===== src/dq_vref_pkg.sv =====
// Constants for the data-bus reference-level mode register
package dq_vref_pkg;
    localparam logic [5:0] DQ_REFERENCE_LEVEL_ADDR = 6'h0E;
    localparam logic [5:0] SET_POINT_CONTROL_ADDR = 6'h0D;
    localparam int LEVEL_LSB = 0;
    localparam int LEVEL_W = 6;
    localparam int RANGE_BIT = 6;
    localparam int RESERVED_BIT = 7;
    localparam int WRITE_SELECT_BIT = 6;
    localparam int OPERATE_SELECT_BIT = 7;
    localparam logic [5:0] LEVEL_RESET = 6'h0D;
    localparam logic RANGE_RESET = 1'b1;
    localparam logic [5:0] LEVEL_MAX = 6'h32;
    localparam logic [1:0] SET_POINT_CTRL_RESET = 2'h0;
    localparam int READ_LATENCY = 1;
    typedef enum logic [1:0] {CMD_IDLE, CMD_WRITE, CMD_READ} cmd_t;
endpackage


===== src/set_point_copy.sv =====
// One frequency-set-point copy of the reference-level register
`timescale 1ns/1ns
module set_point_copy (
    // Clock and reset
    input wire logic sys_clk_in,
    input wire logic rstn_in,
    // Write port
    input wire logic wr_en_in,
    input wire logic [7:0] wr_data_in,
    // Stored value
    output logic [dq_vref_pkg::LEVEL_W-1:0] level_out,
    output logic range_out
);
    import dq_vref_pkg::*;

    always_ff @(posedge sys_clk_in or negedge rstn_in) begin
        if (!rstn_in) begin
            level_out <= LEVEL_RESET;
            range_out <= RANGE_RESET;
        end else if (wr_en_in) begin
            // Level and range always taken together
            level_out <= wr_data_in[LEVEL_LSB +: LEVEL_W];
            range_out <= wr_data_in[RANGE_BIT];
        end
    end
endmodule


===== src/dq_reference_level_register.sv =====
// Reference-level mode register with two set-point copies
//
// Function
// - Hold a 6-bit level and a range bit for each of two set points.
// - A mode read of this address returns the stored bits on data lines 7:0.
// - Reserved bit and unused data lines read as zero.
// - Level writes go to the copy named by the write-select bit.
// - Range bit write switches the addressed copy between range 0 and 1.
// - Values stay until overwritten or reset.
// - Writes and reads touch only the copy named by write-select.
// - Operation uses only the copy named by operate-select.
// - Range bit of each copy resets to 1.
`timescale 1ns/1ns
module dq_reference_level_register #(
    parameter int DQ_WIDTH = 16
) (
    // Clock and reset
    input wire logic sys_clk_in,
    input wire logic rstn_in,
    // Mode register command
    input wire logic mrw_in,
    input wire logic mrr_in,
    input wire logic [5:0] mode_addr_in,
    input wire logic [7:0] mode_data_in,
    // Read data
    output logic [DQ_WIDTH-1:0] dq_out,
    output logic dq_valid_out,
    // Operating reference setting
    output logic [dq_vref_pkg::LEVEL_W-1:0] level_active_out,
    output logic range_active_out,
    output logic level_reserved_out
);
    import dq_vref_pkg::*;

    // Read word needs all eight register bits on the data lines
    if (DQ_WIDTH < 8) begin : g_width_check
        $error("DQ_WIDTH must be at least 8");
    end

    // Other addresses are dropped silently, with no error flag
    function automatic logic addr_hit(input logic strobe, input logic [5:0] addr,
        input logic [5:0] target);
        return strobe && addr == target;
    endfunction

    logic write_select_reg;
    logic operate_select_reg;
    logic [5:0] level_copy [2];
    logic range_copy [2];
    logic [1:0] copy_wr;

    // Set-point control bits live in the neighbouring mode register
    always_ff @(posedge sys_clk_in or negedge rstn_in) begin
        if (!rstn_in) begin
            write_select_reg <= SET_POINT_CTRL_RESET[0];
            operate_select_reg <= SET_POINT_CTRL_RESET[1];
        end else if (addr_hit(mrw_in, mode_addr_in, SET_POINT_CONTROL_ADDR)) begin
            write_select_reg <= mode_data_in[WRITE_SELECT_BIT];
            operate_select_reg <= mode_data_in[OPERATE_SELECT_BIT];
        end
    end

    generate
        for (genvar i = 0; i < 2; i++) begin : g_copy
            assign copy_wr[i] = addr_hit(mrw_in, mode_addr_in, DQ_REFERENCE_LEVEL_ADDR)
                && write_select_reg == 1'(i);
            set_point_copy u_copy (
                .sys_clk_in(sys_clk_in),
                .rstn_in(rstn_in),
                .wr_en_in(copy_wr[i]),
                .wr_data_in(mode_data_in),
                .level_out(level_copy[i]),
                .range_out(range_copy[i])
            );
        end
    endgenerate

    // Read returns the write-selected copy, reserved bit forced low
    always_ff @(posedge sys_clk_in or negedge rstn_in) begin
        if (!rstn_in) begin
            dq_out <= '0;
            dq_valid_out <= 1'b0;
        end else begin
            dq_valid_out <= addr_hit(mrr_in, mode_addr_in, DQ_REFERENCE_LEVEL_ADDR);
            if (addr_hit(mrr_in, mode_addr_in, DQ_REFERENCE_LEVEL_ADDR)) begin
                dq_out <= DQ_WIDTH'({1'b0, range_copy[write_select_reg],
                    level_copy[write_select_reg]});
            end else begin
                dq_out <= '0;
            end
        end
    end

    // Inactive copy can be rewritten without disturbing these
    always_ff @(posedge sys_clk_in or negedge rstn_in) begin
        if (!rstn_in) begin
            level_active_out <= LEVEL_RESET;
            range_active_out <= RANGE_RESET;
            level_reserved_out <= 1'b0;
        end else begin
            level_active_out <= level_copy[operate_select_reg];
            range_active_out <= range_copy[operate_select_reg];
            level_reserved_out <= level_copy[operate_select_reg] > LEVEL_MAX;
        end
    end

    property p_write_lands;
        @(posedge sys_clk_in) disable iff (!rstn_in)
        (mrw_in && mode_addr_in == DQ_REFERENCE_LEVEL_ADDR)
        |=> level_copy[$past(write_select_reg)] == $past(mode_data_in[5:0]);
    endproperty
    a_write_lands: assert property (p_write_lands) else $error("level write lost");

    property p_range_lands;
        @(posedge sys_clk_in) disable iff (!rstn_in)
        (mrw_in && mode_addr_in == DQ_REFERENCE_LEVEL_ADDR)
        |=> range_copy[$past(write_select_reg)] == $past(mode_data_in[6]);
    endproperty
    a_range_lands: assert property (p_range_lands) else $error("range write lost");

    property p_other_kept;
        @(posedge sys_clk_in) disable iff (!rstn_in)
        (mrw_in && mode_addr_in == DQ_REFERENCE_LEVEL_ADDR)
        |=> level_copy[!$past(write_select_reg)] == $past(level_copy[!write_select_reg]);
    endproperty
    a_other_kept: assert property (p_other_kept) else $error("wrong copy written");

    property p_hold;
        @(posedge sys_clk_in) disable iff (!rstn_in)
        !mrw_in |=> $stable(level_copy[0]) && $stable(level_copy[1]);
    endproperty
    a_hold: assert property (p_hold) else $error("value changed without write");

    property p_read_data;
        @(posedge sys_clk_in) disable iff (!rstn_in)
        (mrr_in && mode_addr_in == DQ_REFERENCE_LEVEL_ADDR)
        |=> dq_valid_out && dq_out[6:0] == {$past(range_copy[write_select_reg]),
            $past(level_copy[write_select_reg])};
    endproperty
    a_read_data: assert property (p_read_data) else $error("read data wrong");

    property p_read_zero;
        @(posedge sys_clk_in) disable iff (!rstn_in)
        dq_out[7] == 1'b0 && (DQ_WIDTH == 8 || dq_out >> 8 == '0);
    endproperty
    a_read_zero: assert property (p_read_zero) else $error("reserved lines not zero");

    property p_active;
        @(posedge sys_clk_in) disable iff (!rstn_in)
        ##1 level_active_out == $past(level_copy[operate_select_reg])
        && range_active_out == $past(range_copy[operate_select_reg]);
    endproperty
    a_active: assert property (p_active) else $error("active copy wrong");

    property p_reset_value;
        @(posedge sys_clk_in)
        !rstn_in |=> !rstn_in || (range_copy[0] && range_copy[1]
            && level_copy[0] == LEVEL_RESET && level_copy[1] == LEVEL_RESET);
    endproperty
    a_reset_value: assert property (p_reset_value) else $error("reset value wrong");

    property p_reset_active;
        @(posedge sys_clk_in)
        !rstn_in |=> !rstn_in || (range_active_out && level_active_out == LEVEL_RESET);
    endproperty
    a_reset_active: assert property (p_reset_active) else $error("active reset wrong");

    // Range bit of the unaddressed copy must not move either
    property p_range_kept;
        @(posedge sys_clk_in) disable iff (!rstn_in)
        addr_hit(mrw_in, mode_addr_in, DQ_REFERENCE_LEVEL_ADDR)
        |=> range_copy[!$past(write_select_reg)] == $past(range_copy[!write_select_reg]);
    endproperty
    a_range_kept: assert property (p_range_kept) else $error("wrong range written");

    property p_range_hold;
        @(posedge sys_clk_in) disable iff (!rstn_in)
        !mrw_in |=> $stable(range_copy[0]) && $stable(range_copy[1]);
    endproperty
    a_range_hold: assert property (p_range_hold) else $error("range changed without write");

    property p_select_write;
        @(posedge sys_clk_in) disable iff (!rstn_in)
        addr_hit(mrw_in, mode_addr_in, SET_POINT_CONTROL_ADDR)
        |=> write_select_reg == $past(mode_data_in[WRITE_SELECT_BIT])
        && operate_select_reg == $past(mode_data_in[OPERATE_SELECT_BIT]);
    endproperty
    a_select_write: assert property (p_select_write) else $error("select write lost");

    property p_valid_source;
        @(posedge sys_clk_in) disable iff (!rstn_in)
        dq_valid_out |-> $past(addr_hit(mrr_in, mode_addr_in, DQ_REFERENCE_LEVEL_ADDR));
    endproperty
    a_valid_source: assert property (p_valid_source) else $error("read without command");

    property p_idle_zero;
        @(posedge sys_clk_in) disable iff (!rstn_in)
        !dq_valid_out |-> dq_out == '0;
    endproperty
    a_idle_zero: assert property (p_idle_zero) else $error("data lines not idle");

    // Only one copy can change per edge, so level_active_out must hold
    property p_inactive;
        @(posedge sys_clk_in) disable iff (!rstn_in)
        $changed(level_copy[!operate_select_reg]) && $stable(operate_select_reg)
        |=> $stable(level_active_out);
    endproperty
    a_inactive: assert property (p_inactive) else $error("inactive copy used");

    property p_reserved_flag;
        @(posedge sys_clk_in) disable iff (!rstn_in)
        level_reserved_out == (level_active_out > LEVEL_MAX);
    endproperty
    a_reserved_flag: assert property (p_reserved_flag) else $error("reserved flag wrong");

    c_write_sp1: cover property (@(posedge sys_clk_in) disable iff (!rstn_in)
        copy_wr[1]);
    c_read: cover property (@(posedge sys_clk_in) disable iff (!rstn_in)
        dq_valid_out && dq_out[6]);
    c_switch: cover property (@(posedge sys_clk_in) disable iff (!rstn_in)
        $rose(operate_select_reg));
    c_read_sp1: cover property (@(posedge sys_clk_in) disable iff (!rstn_in)
        dq_valid_out && $past(write_select_reg));
    c_range0_active: cover property (@(posedge sys_clk_in) disable iff (!rstn_in)
        $fell(range_active_out));
endmodule


===== config.mk =====
export PLATFORM = sky130hd
export DESIGN_NAME = dq_reference_level_register
export DESIGN_NICKNAME = d
export VERILOG_FILES = /design/src/dq_vref_pkg.sv /design/src/set_point_copy.sv /design/src/dq_reference_level_register.sv
export SDC_FILE = /design/constraint.sdc
export NUM_CORES = 1
export LEC_CHECK = 0
export ABC_CLOCK_PERIOD_IN_PS = 1500
export BUFFER_PORTS_ARGS = -buffer_cell sky130_fd_sc_hd__clkbuf_2
export CORE_MARGIN = 8
export CORE_UTILIZATION = 45
export CTS_BUF_LIST = sky130_fd_sc_hd__clkbuf_4
export DETAILED_ROUTE_END_ITERATION = 6
export PLACE_DENSITY = 0.72
export REMOVE_ABC_BUFFERS = 1
export SYNTH_ARGS = -nofsm -noshare
export SYNTH_HDL_FRONTEND = slang
export SYNTH_SLANG_ARGS = --single-unit
export TNS_END_PERCENT = 30

===== constraint.sdc =====
create_clock -name sys_clk_in -period 1.5 [get_ports sys_clk_in]
set_input_delay 0.225 -clock sys_clk_in [delete_from_list [all_inputs] [get_ports sys_clk_in]]
set_output_delay 0.225 -clock sys_clk_in [all_outputs]
set_load 0.02 [all_outputs]

Word level (Yosys, flattened, before mapping):

Cells that the tools add are included.

* bits in registers: 32
* bits in latches: 0
* RAM bits: 0
* memory bits (read-only): 0
* output and inout bits: 25
* memories kept: 0

* add/sub/neg operators: 0
* multiply operators: 0
* div/mod/pow operators: 0
* magnitude comparators: 3
* equal/unequal tests: 2
* shift operators: 0
* multiplexer cells: 13
* bitwise gates (word level): 3
* reductions and logical operators: 5

Operators with widths (count)
* $mux W6: 6
* $eq A6 B4 Y1 const B: 2
* $mux W7: 1
* $gt A6 B6 Y1 const B: 1
* $mux W1: 6
* $logic_and A1 B1 Y1: 5
* $ge A2 B2 Y1 const B: 2
* $not A1 Y2: 2
* $not A1 Y1: 1

Depth between registers and ports, before layout:

Gate-level depths: netlist of the first run.

* depth in word-level cells: 5
* gate-level depth with buffers: 4

Modules after synthesis:

A second synthesis of the first run with hierarchy kept.

* cells, all modules: 95
* area total of the unflattened synthesis: 1422.6 µm²

Modules (own cells, without submodules)
* dq_reference_level_register: instances 1, cells each 65, area an instance 829.5 µm²
* set_point_copy: instances 2, cells each 15, area an instance 296.5 µm²

Least setup slack after synthesis of the first run:

No wires, ideal clock.

* path kind: input -> register
* from: in mode_addr_in[4]
* to: reg g_copy[1].u_copy.level_out[1] (netlist bit)
* library setup time: 125 ps
* data arrival time: 1187 ps
* required time: 1375 ps
* path slack: 188 ps
* stages: 4
* path through: and4bb_2 -> and4_4 -> buf_6 -> mux2_2

* cells in the longest elaborated chain, start to end: 3

RTL lines
* from (decl): line dq_reference_level_register.sv:23 `input wire logic [5:0] mode_addr_in,`
* $eq A6 B4 Y1: line dq_reference_level_register.sv:43 `return strobe && addr == target;`
* $logic_and A1 B1 Y1: line dq_reference_level_register.sv:43
* $logic_and A1 B1 Y1: line dq_reference_level_register.sv:66 `&& write_select_reg == 1'(i);`
* to (signal assigned): line set_point_copy.sv:22 `level_out <= wr_data_in[LEVEL_LSB +: LEVEL_W];`
* to (decl): line set_point_copy.sv:11 `output logic [dq_vref_pkg::LEVEL_W-1:0] level_out,`

No other way between the ends.
A chain may end at the register's enable or synchronous reset.

Final worst setup path of the first run:

* from: reg operate_select_reg
* to: reg level_reserved_out

* cells in the longest elaborated chain, start to end: 5

RTL lines
* from (decl): line dq_reference_level_register.sv:47 `logic operate_select_reg;`
* from (signal assigned): line dq_reference_level_register.sv:56 `operate_select_reg <= SET_POINT_CTRL_RESET[1];`
* from (signal assigned): line dq_reference_level_register.sv:59 `operate_select_reg <= mode_data_in[OPERATE_SELECT_BIT];`
* $not A1 Y2 (not written as such): line dq_reference_level_register.sv:103 `level_reserved_out <= level_copy[operate_select_reg] > LEVEL_MAX;`
* $mux W6 (not written as such) (3 in a row): line dq_reference_level_register.sv:103
* $gt A6 B6 Y1: line dq_reference_level_register.sv:103
* to (signal assigned): line dq_reference_level_register.sv:103
* to (decl): line dq_reference_level_register.sv:31 `output logic level_reserved_out`

No other way between the ends. The select of a mux whose other input is x is not followed.

==> results.py, run 1 <==
metrics = {
    "pwr": {
        "power_switching_share": 0.271,
        "p_int_mw": 1.25,
        "p_per_area_nw_per_um2": 1080,
        "clockPowerShare": 0.263,
        "power.combinational.fraction": 0.162,
        "p_switching_mw": 0.464,
        "leakage_nw": 0.820,
        "power.ir.vdd_worst_v": 0.000379,
        "sequentialPowerShare": 0.575,
    },
    "global_routing": {
        "grt_start_max_net_pins": 33,
        "grt_pass1_wl_mm": 4.28,
        "globalRoute.totalOverflow": 0,
        "grt_usage": 0.110,
        "grt_pass1_vias": 904,
        "grt_antenna_before_repair": 0,
    },
    "timing": {
        "final.min_clock_period_ps": 1300,
        "timing.final.ws_setup_ps": 205,
        "grt_setup_unrepaired": "no",
        "final.setup_skew_ps": 5.40,
        "timing.final.setup_violations": 0,
        "setup-tns-final_ps": 0,
        "layout_worst_path_cycle_share": 0.864,
        "finalMaxSlewViolations": 0,
        "maxClockFrequency_ghz": 0.772,
        "hold_violations": 0,
    },
    "drt": {
        "detail_route.wirelength_mm": 2.45,
        "drt_initial_violations": 22,
        "via_per_inst": 4.86,
        "drtAntennaViolNets": 0,
        "num_vias": 811,
        "post_dr_wirelength_cell_um": 14.7,
        "drt_pre_antenna_iters": 4,
        "drc_errors": 0,
    },
    "synthesis": {
        "ys_top_cells_by_count": "mux2_2, dfrtp_1, dfstp_2, buf_4, nor2_1",
        "synthTopCellsByArea": "dfrtp_1, dfstp_2, mux2_2",
        "asyncSetResetFlopFracSynth": 1.00,
        "synth.ff_latch_count": 32,
        "synth_cells": 92,
        "synth_edf_count": 0,
        "synth.cell_area_sq_um": 1340,
        "dominantRegCellSynth": "dfrtp_1",
        "synthMostInstantiatedCell": "mux2_2",
        "synth.largest_area_cell": "dfrtp_1",
        "proportion_of_synthesized_chip_area_in_sequential_cells": 0.607,
        "post-synth-top-area-fraction": 0.372,
        "post_synthesis_cell_type_count": 18,
        "synth_area_per_cell_sq_um": 14.6,
        "warning_count_from_the_yosys_run": 0,
    },
    "worst_setup_path": {
        "endpoint_kind": "flop",
        "timing.critical_path.from_type": "flop",
        "worstPathMaxFanout": 5,
        "reg2regPathDepth": 3,
        "cp.arrival_ps": 1520,
        "slack_of_the_worst_reg_to_reg_path_ps": 200,
        "r2r_start": "operate_select_reg",
        "worst_r2r_endpoint": "level_reserved_out",
        "timing.setup.critical_path_class": "reg2reg",
        "critPathRequiredTime_ps": 1720,
    },
    "clocking": {
        "cts.root.buffer_cell": "clkbuf_4",
        "cts_resized": 0,
        "clk_path_buf_depth": 2,
        "clkSlewWorstSetupHoldPaths_ps": 100,
        "cts-htree-levels": 2,
        "clock-sinks": 32,
        "cts_tree": "done",
        "numCtsBuffers": 5,
        "worst_skew_pair.late_latency_ps": 330,
    },
    "flow_run": {
        "maxCapViolCount": 0,
    },
    "final_layout": {
        "syn2layout_area_growth_pct": 17.8,
        "diodes": 0,
        "final_layout_size_suffix_gt1_frac": 0.612,
        "largest_register_ffs": 12,
        "multi_input_combinational_cell_area_sq_um": 465,
        "final_cells": 167,
        "largest-register": "g_copy.u_copy.level_out",
        "nFillCells": 266,
        "finalNetCount": 151,
        "reg_top3": "g_copy.u_copy.level_out (12), dq_out (7), level_active_out (6)",
        "register_cell_area_after_layout_sq_um": 816,
    },
    "floorplan": {
        "die_h_um": 70.6,
        "die_area_sq_um": 4990,
        "ioPinCount": 43,
        "start_util": 0.455,
        "x_dimension_of_the_die_um": 70.6,
        "placeableCoreArea_sq_um": 2950,
        "placementRows": 20,
    },
    "placement": {
        "place_ws_ps": 92.0,
        "place.gp.congestion": 0.722,
        "buffer_ports.inserted": 33,
        "place.detailed.instances": 158,
        "dp_hpwl_mm": 1.91,
    },
    "min_path": {
        "number_of_cells_on_the_worst_hold_path": 2,
        "holdCritPathClass": "in2reg",
        "min_to": "operate_select_reg",
        "worstHoldStart": "mode_data_in[7]",
    },
    "status": {
        "outcome": "complete, no violations",
    },
}
## power by group through the flow
| stage | sequential, mW | combinational [mW] | clock [mW] |
|---|---|---|---|
| floorplan | 1.04 | 0.123 | 0 |
| global placement | 1.00 | 0.274 | 0 |
| detailed placement | 1.00 | 0.277 | 0 |
| CTS | 0.987 | 0.280 | 0.468 |
| global route | 0.996 | 0.304 | 0.506 |
| finish | 0.985 | 0.277 | 0.451 |
## cells in the final DEF, fill, tap and decap left out
| cell type | netlist | layout |
|---|---|---|
| dfstp_2 | 12 | 12 |
| clkinv_2 | 0 | 2 |
| dlygate4sd3_1 | 0 | 1 |
| clkbuf_2 | 0 | 33 |
| and4_4 | 1 | 1 |
| mux2_2 | 23 | 23 |
| conb_1 | 1 | 9 |
| a211oi_1 | 1 | 1 |
| clkbuf_4 | 0 | 5 |
| nor2_1 | 8 | 8 |
| and2b_1 | 1 | 1 |
| nand4b_2 | 1 | 1 |
| nand3_1 | 1 | 1 |
| dfrtp_1 | 20 | 20 |
| mux2i_1 | 7 | 7 |
| and4b_1 | 1 | 1 |
| and4bb_2 | 1 | 1 |
| nand2_1 | 1 | 1 |
| inv_1 | 1 | 1 |
| clkinv_1 | 0 | 1 |
| buf_4 | 9 | 4 |
## metal layers
layer / part of all wire / track usage / vias to the layer above
met5: 0 / 0 / -
met4: 0.022 / 0.0554 / 0
met3: 0.080 / 0.0494 / 7
met2: 0.48 / 0.178 / 30
met1: 0.41 / 0.119 / 389
li1: - / - / 385
## worst max-delay path, cell delays in order, from the launching register on
cell	delay [ps]
dfrtp_1	470
mux2_2	380
a211oi_1	280
nor2_1	60
## stage by stage
step                      utilization  area [sq um]  power [mW]  hold slack (ps)
after floorplan                     -          1280        1.16            -70.6
after global placement          0.515          1520        1.27              254
after detailed placement        0.515          1520        1.28              256
after CTS                       0.536          1580        1.73              119
after global routing            0.536          1580        1.81              128
final                           0.536          1580        1.71              131
## layout make-up
cell class | count | share of cell area
clock inverter | 3 | 0.00870
multi-input combinational | 55 | 0.294
timing repair buffer | 38 | 0.130
inverter | 1 | 0.00237
tap | 33 | 0.0261
clock buffer | 5 | 0.0237
sequential | 32 | 0.515
## timing repair
action	4_1_cts	5_1_grt
setup buffers	0	0
hold buffers	1	0
hold endpoints to repair	20	0
endpoints found under the setup margin	0	0
## kinds of logic (layout without fill, tap and decap cells)
logic type,count (synthesis),count (layout),share of synthesized area
mux,30,30,0.245
flops,32,32,0.607
other cells,1,9,0.00279
simple gates,15,15,0.0708
compound gates,1,1,0.00559
buf+inv,13,47,0.0689
## how the worst max path moves through the flow
stage	from	to	slack (ps)
6_report	operate_select_reg	level_reserved_out	200
5_1_grt	operate_select_reg	level_reserved_out	140
4_1_cts	operate_select_reg	level_reserved_out	220
3_5_place_dp	mode_addr_in[4]	g_copy[1].u_copy.level_out[1]	90
3_3_place_gp	mode_addr_in[4]	g_copy[1].u_copy.level_out[4]	110
2_1_floorplan	write_select_reg	g_copy[1].u_copy.level_out[1]	180
Power figures use the tool's default switching activity.
==> inputs of run 2 (changes only) <==
Settings changed: ABC_CLOCK_PERIOD_IN_PS 1500 to 1560, SETUP_SLACK_MARGIN from default to 0.3.
Clock period 1.5 ns to 1.56 ns, I/O delays scaled along.
==> run 2 against run 1 <==
Net effect:
- via count rose by 1.7%
- die area did not move
- cell area rose by 1.3%
- clock-buffer cell count rose by 1
- utilization rose by 0.68 points
- cell count fell by 0.60%
- sequential share of layout area fell by 0.49 points
- critical path depth fell by 2
- flip-flop and latch count did not move
- clock skew rose by 1.3 ps
- routed wire length fell by 0.49%
- largest power group unchanged
- highest routed layer unchanged
==> results.py, run 2 (synthesis gave the netlist of run 1 again) <==
metrics = {
    "worst_setup_path": {
        "worst_path_buffer_plus_inverter_count": 1,
        "timing.critical_path.from_type": "flop",
        "critical_path.cell_chain": "clkbuf_2",
        "worstPathMaxFanout": 1,
        "cp.arrival_ps": 1010,
        "timing.setup.critical_path_class": "reg2out",
        "critPathRequiredTime_ps": 1330,
        "path_delay_family": "flip-flops",
        "critPathMaxStageDelay_ps": 530,
        "endpoint_kind": "output port",
        "slowest_stage": "dfstp_2",
    },
    "timing": {
        "final.min_clock_period_ps": 1250,
        "maxClockFrequency_ghz": 0.802,
        "hold_violations": 0,
        "setup-tns-final_ps": 0,
        "grt_setup_unrepaired": "yes",
        "final.setup_skew_ps": 6.65,
        "finalMaxSlewViolations": 0,
        "timing.final.setup_violations": 0,
        "layout_worst_path_cycle_share": 0.800,
    },
    "clocking": {
        "clkSlewWorstSetupHoldPaths_ps": 90,
        "clk_path_buf_depth": 2,
        "cts.root.buffer_cell": "clkbuf_4",
        "cts_tree": "done",
        "numCtsBuffers": 5,
        "worst_skew_pair.late_latency_ps": 330,
        "clock-sinks": 32,
        "cts_post_setup_buffers_inserted": 0,
        "cts-htree-levels": 2,
    },
    "placement": {
        "buffer_ports.inserted": 33,
        "place.gp.congestion": 0.714,
        "dp_hpwl_mm": 1.88,
        "place_area_sq_um": 1510,
    },
    "global_routing": {
        "grt_antenna_before_repair": 0,
        "grt_pass1_vias": 912,
        "globalRoute.totalOverflow": 0,
        "grt_usage": 0.109,
        "grt_pass1_wl_mm": 4.20,
        "grt_start_max_net_pins": 33,
    },
    "final_layout": {
        "finalNetCount": 150,
        "reg_top3": "g_copy.u_copy.level_out (12), dq_out (7), level_active_out (6)",
        "final_layout_size_suffix_gt1_frac": 0.624,
        "design_area_sq_um": 1600,
        "largest_register_ffs": 12,
        "largest-register": "g_copy.u_copy.level_out",
        "layout.cells.most_common": "clkbuf_2",
        "diodes": 0,
        "most_used_cells_in_the_layout_excluding_fill_and_tap_cells": "clkbuf_2, mux2_2, dfrtp_1, dfstp_2, conb_1",
        "syn2layout_area_growth_pct": 19.3,
    },
    "pwr": {
        "power.ir.vdd_worst_v": 0.000410,
        "leakage_nw": 0.827,
        "post-layout-total-power_mw": 1.68,
        "p_per_area_nw_per_um2": 1050,
    },
    "drt": {
        "num_vias": 825,
        "post_dr_wirelength_cell_um": 14.7,
        "drtAntennaViolNets": 0,
        "detail_route.wirelength_mm": 2.44,
        "via_per_inst": 4.97,
        "drc_errors": 0,
        "drt_initial_violations": 33,
        "drt_pre_antenna_iters": 4,
    },
    "status": {
        "outcome": "complete, no violations",
    },
    "floorplan": {
        "placeableCoreArea_sq_um": 2950,
        "start_util": 0.455,
        "x_dimension_of_the_die_um": 70.6,
        "placementRows": 20,
        "ioPinCount": 43,
        "die_h_um": 70.6,
        "die_area_sq_um": 4990,
    },
    "flow_run": {
        "maxCapViolCount": 0,
    },
    "min_path": {
        "holdCritPathClass": "in2reg",
    },
}
-- run 2: final timing paths --
check | slack (ps) | cells past startpoint | to | startpoint
max | 310 | 1 | range_active_out | range_active_out
min | 140 | 2 | operate_select_reg | mode_data_in[7]
max reg2reg | 340 | 3 | level_reserved_out | operate_select_reg
min reg2reg | 530 | 1 | g_copy[0].u_copy.level_out[1] | g_copy[0].u_copy.level_out[1]
max in group asynchronous | 800 | 3 | level_active_out[0] | rstn_in
min in group asynchronous | 440 | 3 | dq_out[4] | rstn_in
-- run 2: report_power, final --
part / switching, mW / total (mW) / leakage, nW / internal [mW]
registers: 0.0390 / 0.953 / 0.396 / 0.914
clock network: 0.270 / 0.458 / 0.0293 / 0.188
logic: 0.139 / 0.268 / 0.402 / 0.129
total: 0.448 / 1.68 / 0.827 / 1.23
-- run 2: through the flow --
stage	hold slack, ps	setup slack, ps	std cells	utilization
global placement	263	163	157	0.513
global route	112	272	166	0.543
CTS	121	282	166	0.538
finish	135	312	166	0.543
detailed placement	267	126	157	0.513
floorplan	-61.6	242	88	-
-- run 2: timing repair --
item                       CTS  global route
resized for setup            1             9
setup endpoints to repair    8             8
hold endpoints to repair    20             0
hold buffers                 1             0
-- run 2: worst reg2reg max path, cell delays in order, from the launching register on --
cell and delay [ps]:
dfrtp_2 440, mux2_2 370, a211oi_1 240, nor2_1 60
-- run 2: per-layer routing --
layer  vias to the layer above  global-route usage  routed length [um]  part of all wire
met4                         0              0.0485                  49             0.020
li1                        383                   -                   -                 -
met3                         6              0.0664                 235             0.096
met2                        30               0.174                1200              0.49
met1                       406               0.112                 953              0.39
met5                         -                   0                   0                 0
-- run 2: cell type report --
class / count / area, sq um
fillers: 254 / 1350
flip-flops and latches: 32 / 818
multi-input cells: 55 / 474
repair buffers: 37 / 209
clock buffers: 6 / 45.0
well taps: 33 / 41.3
clock inverters: 2 / 11.3
inverters: 1 / 3.75
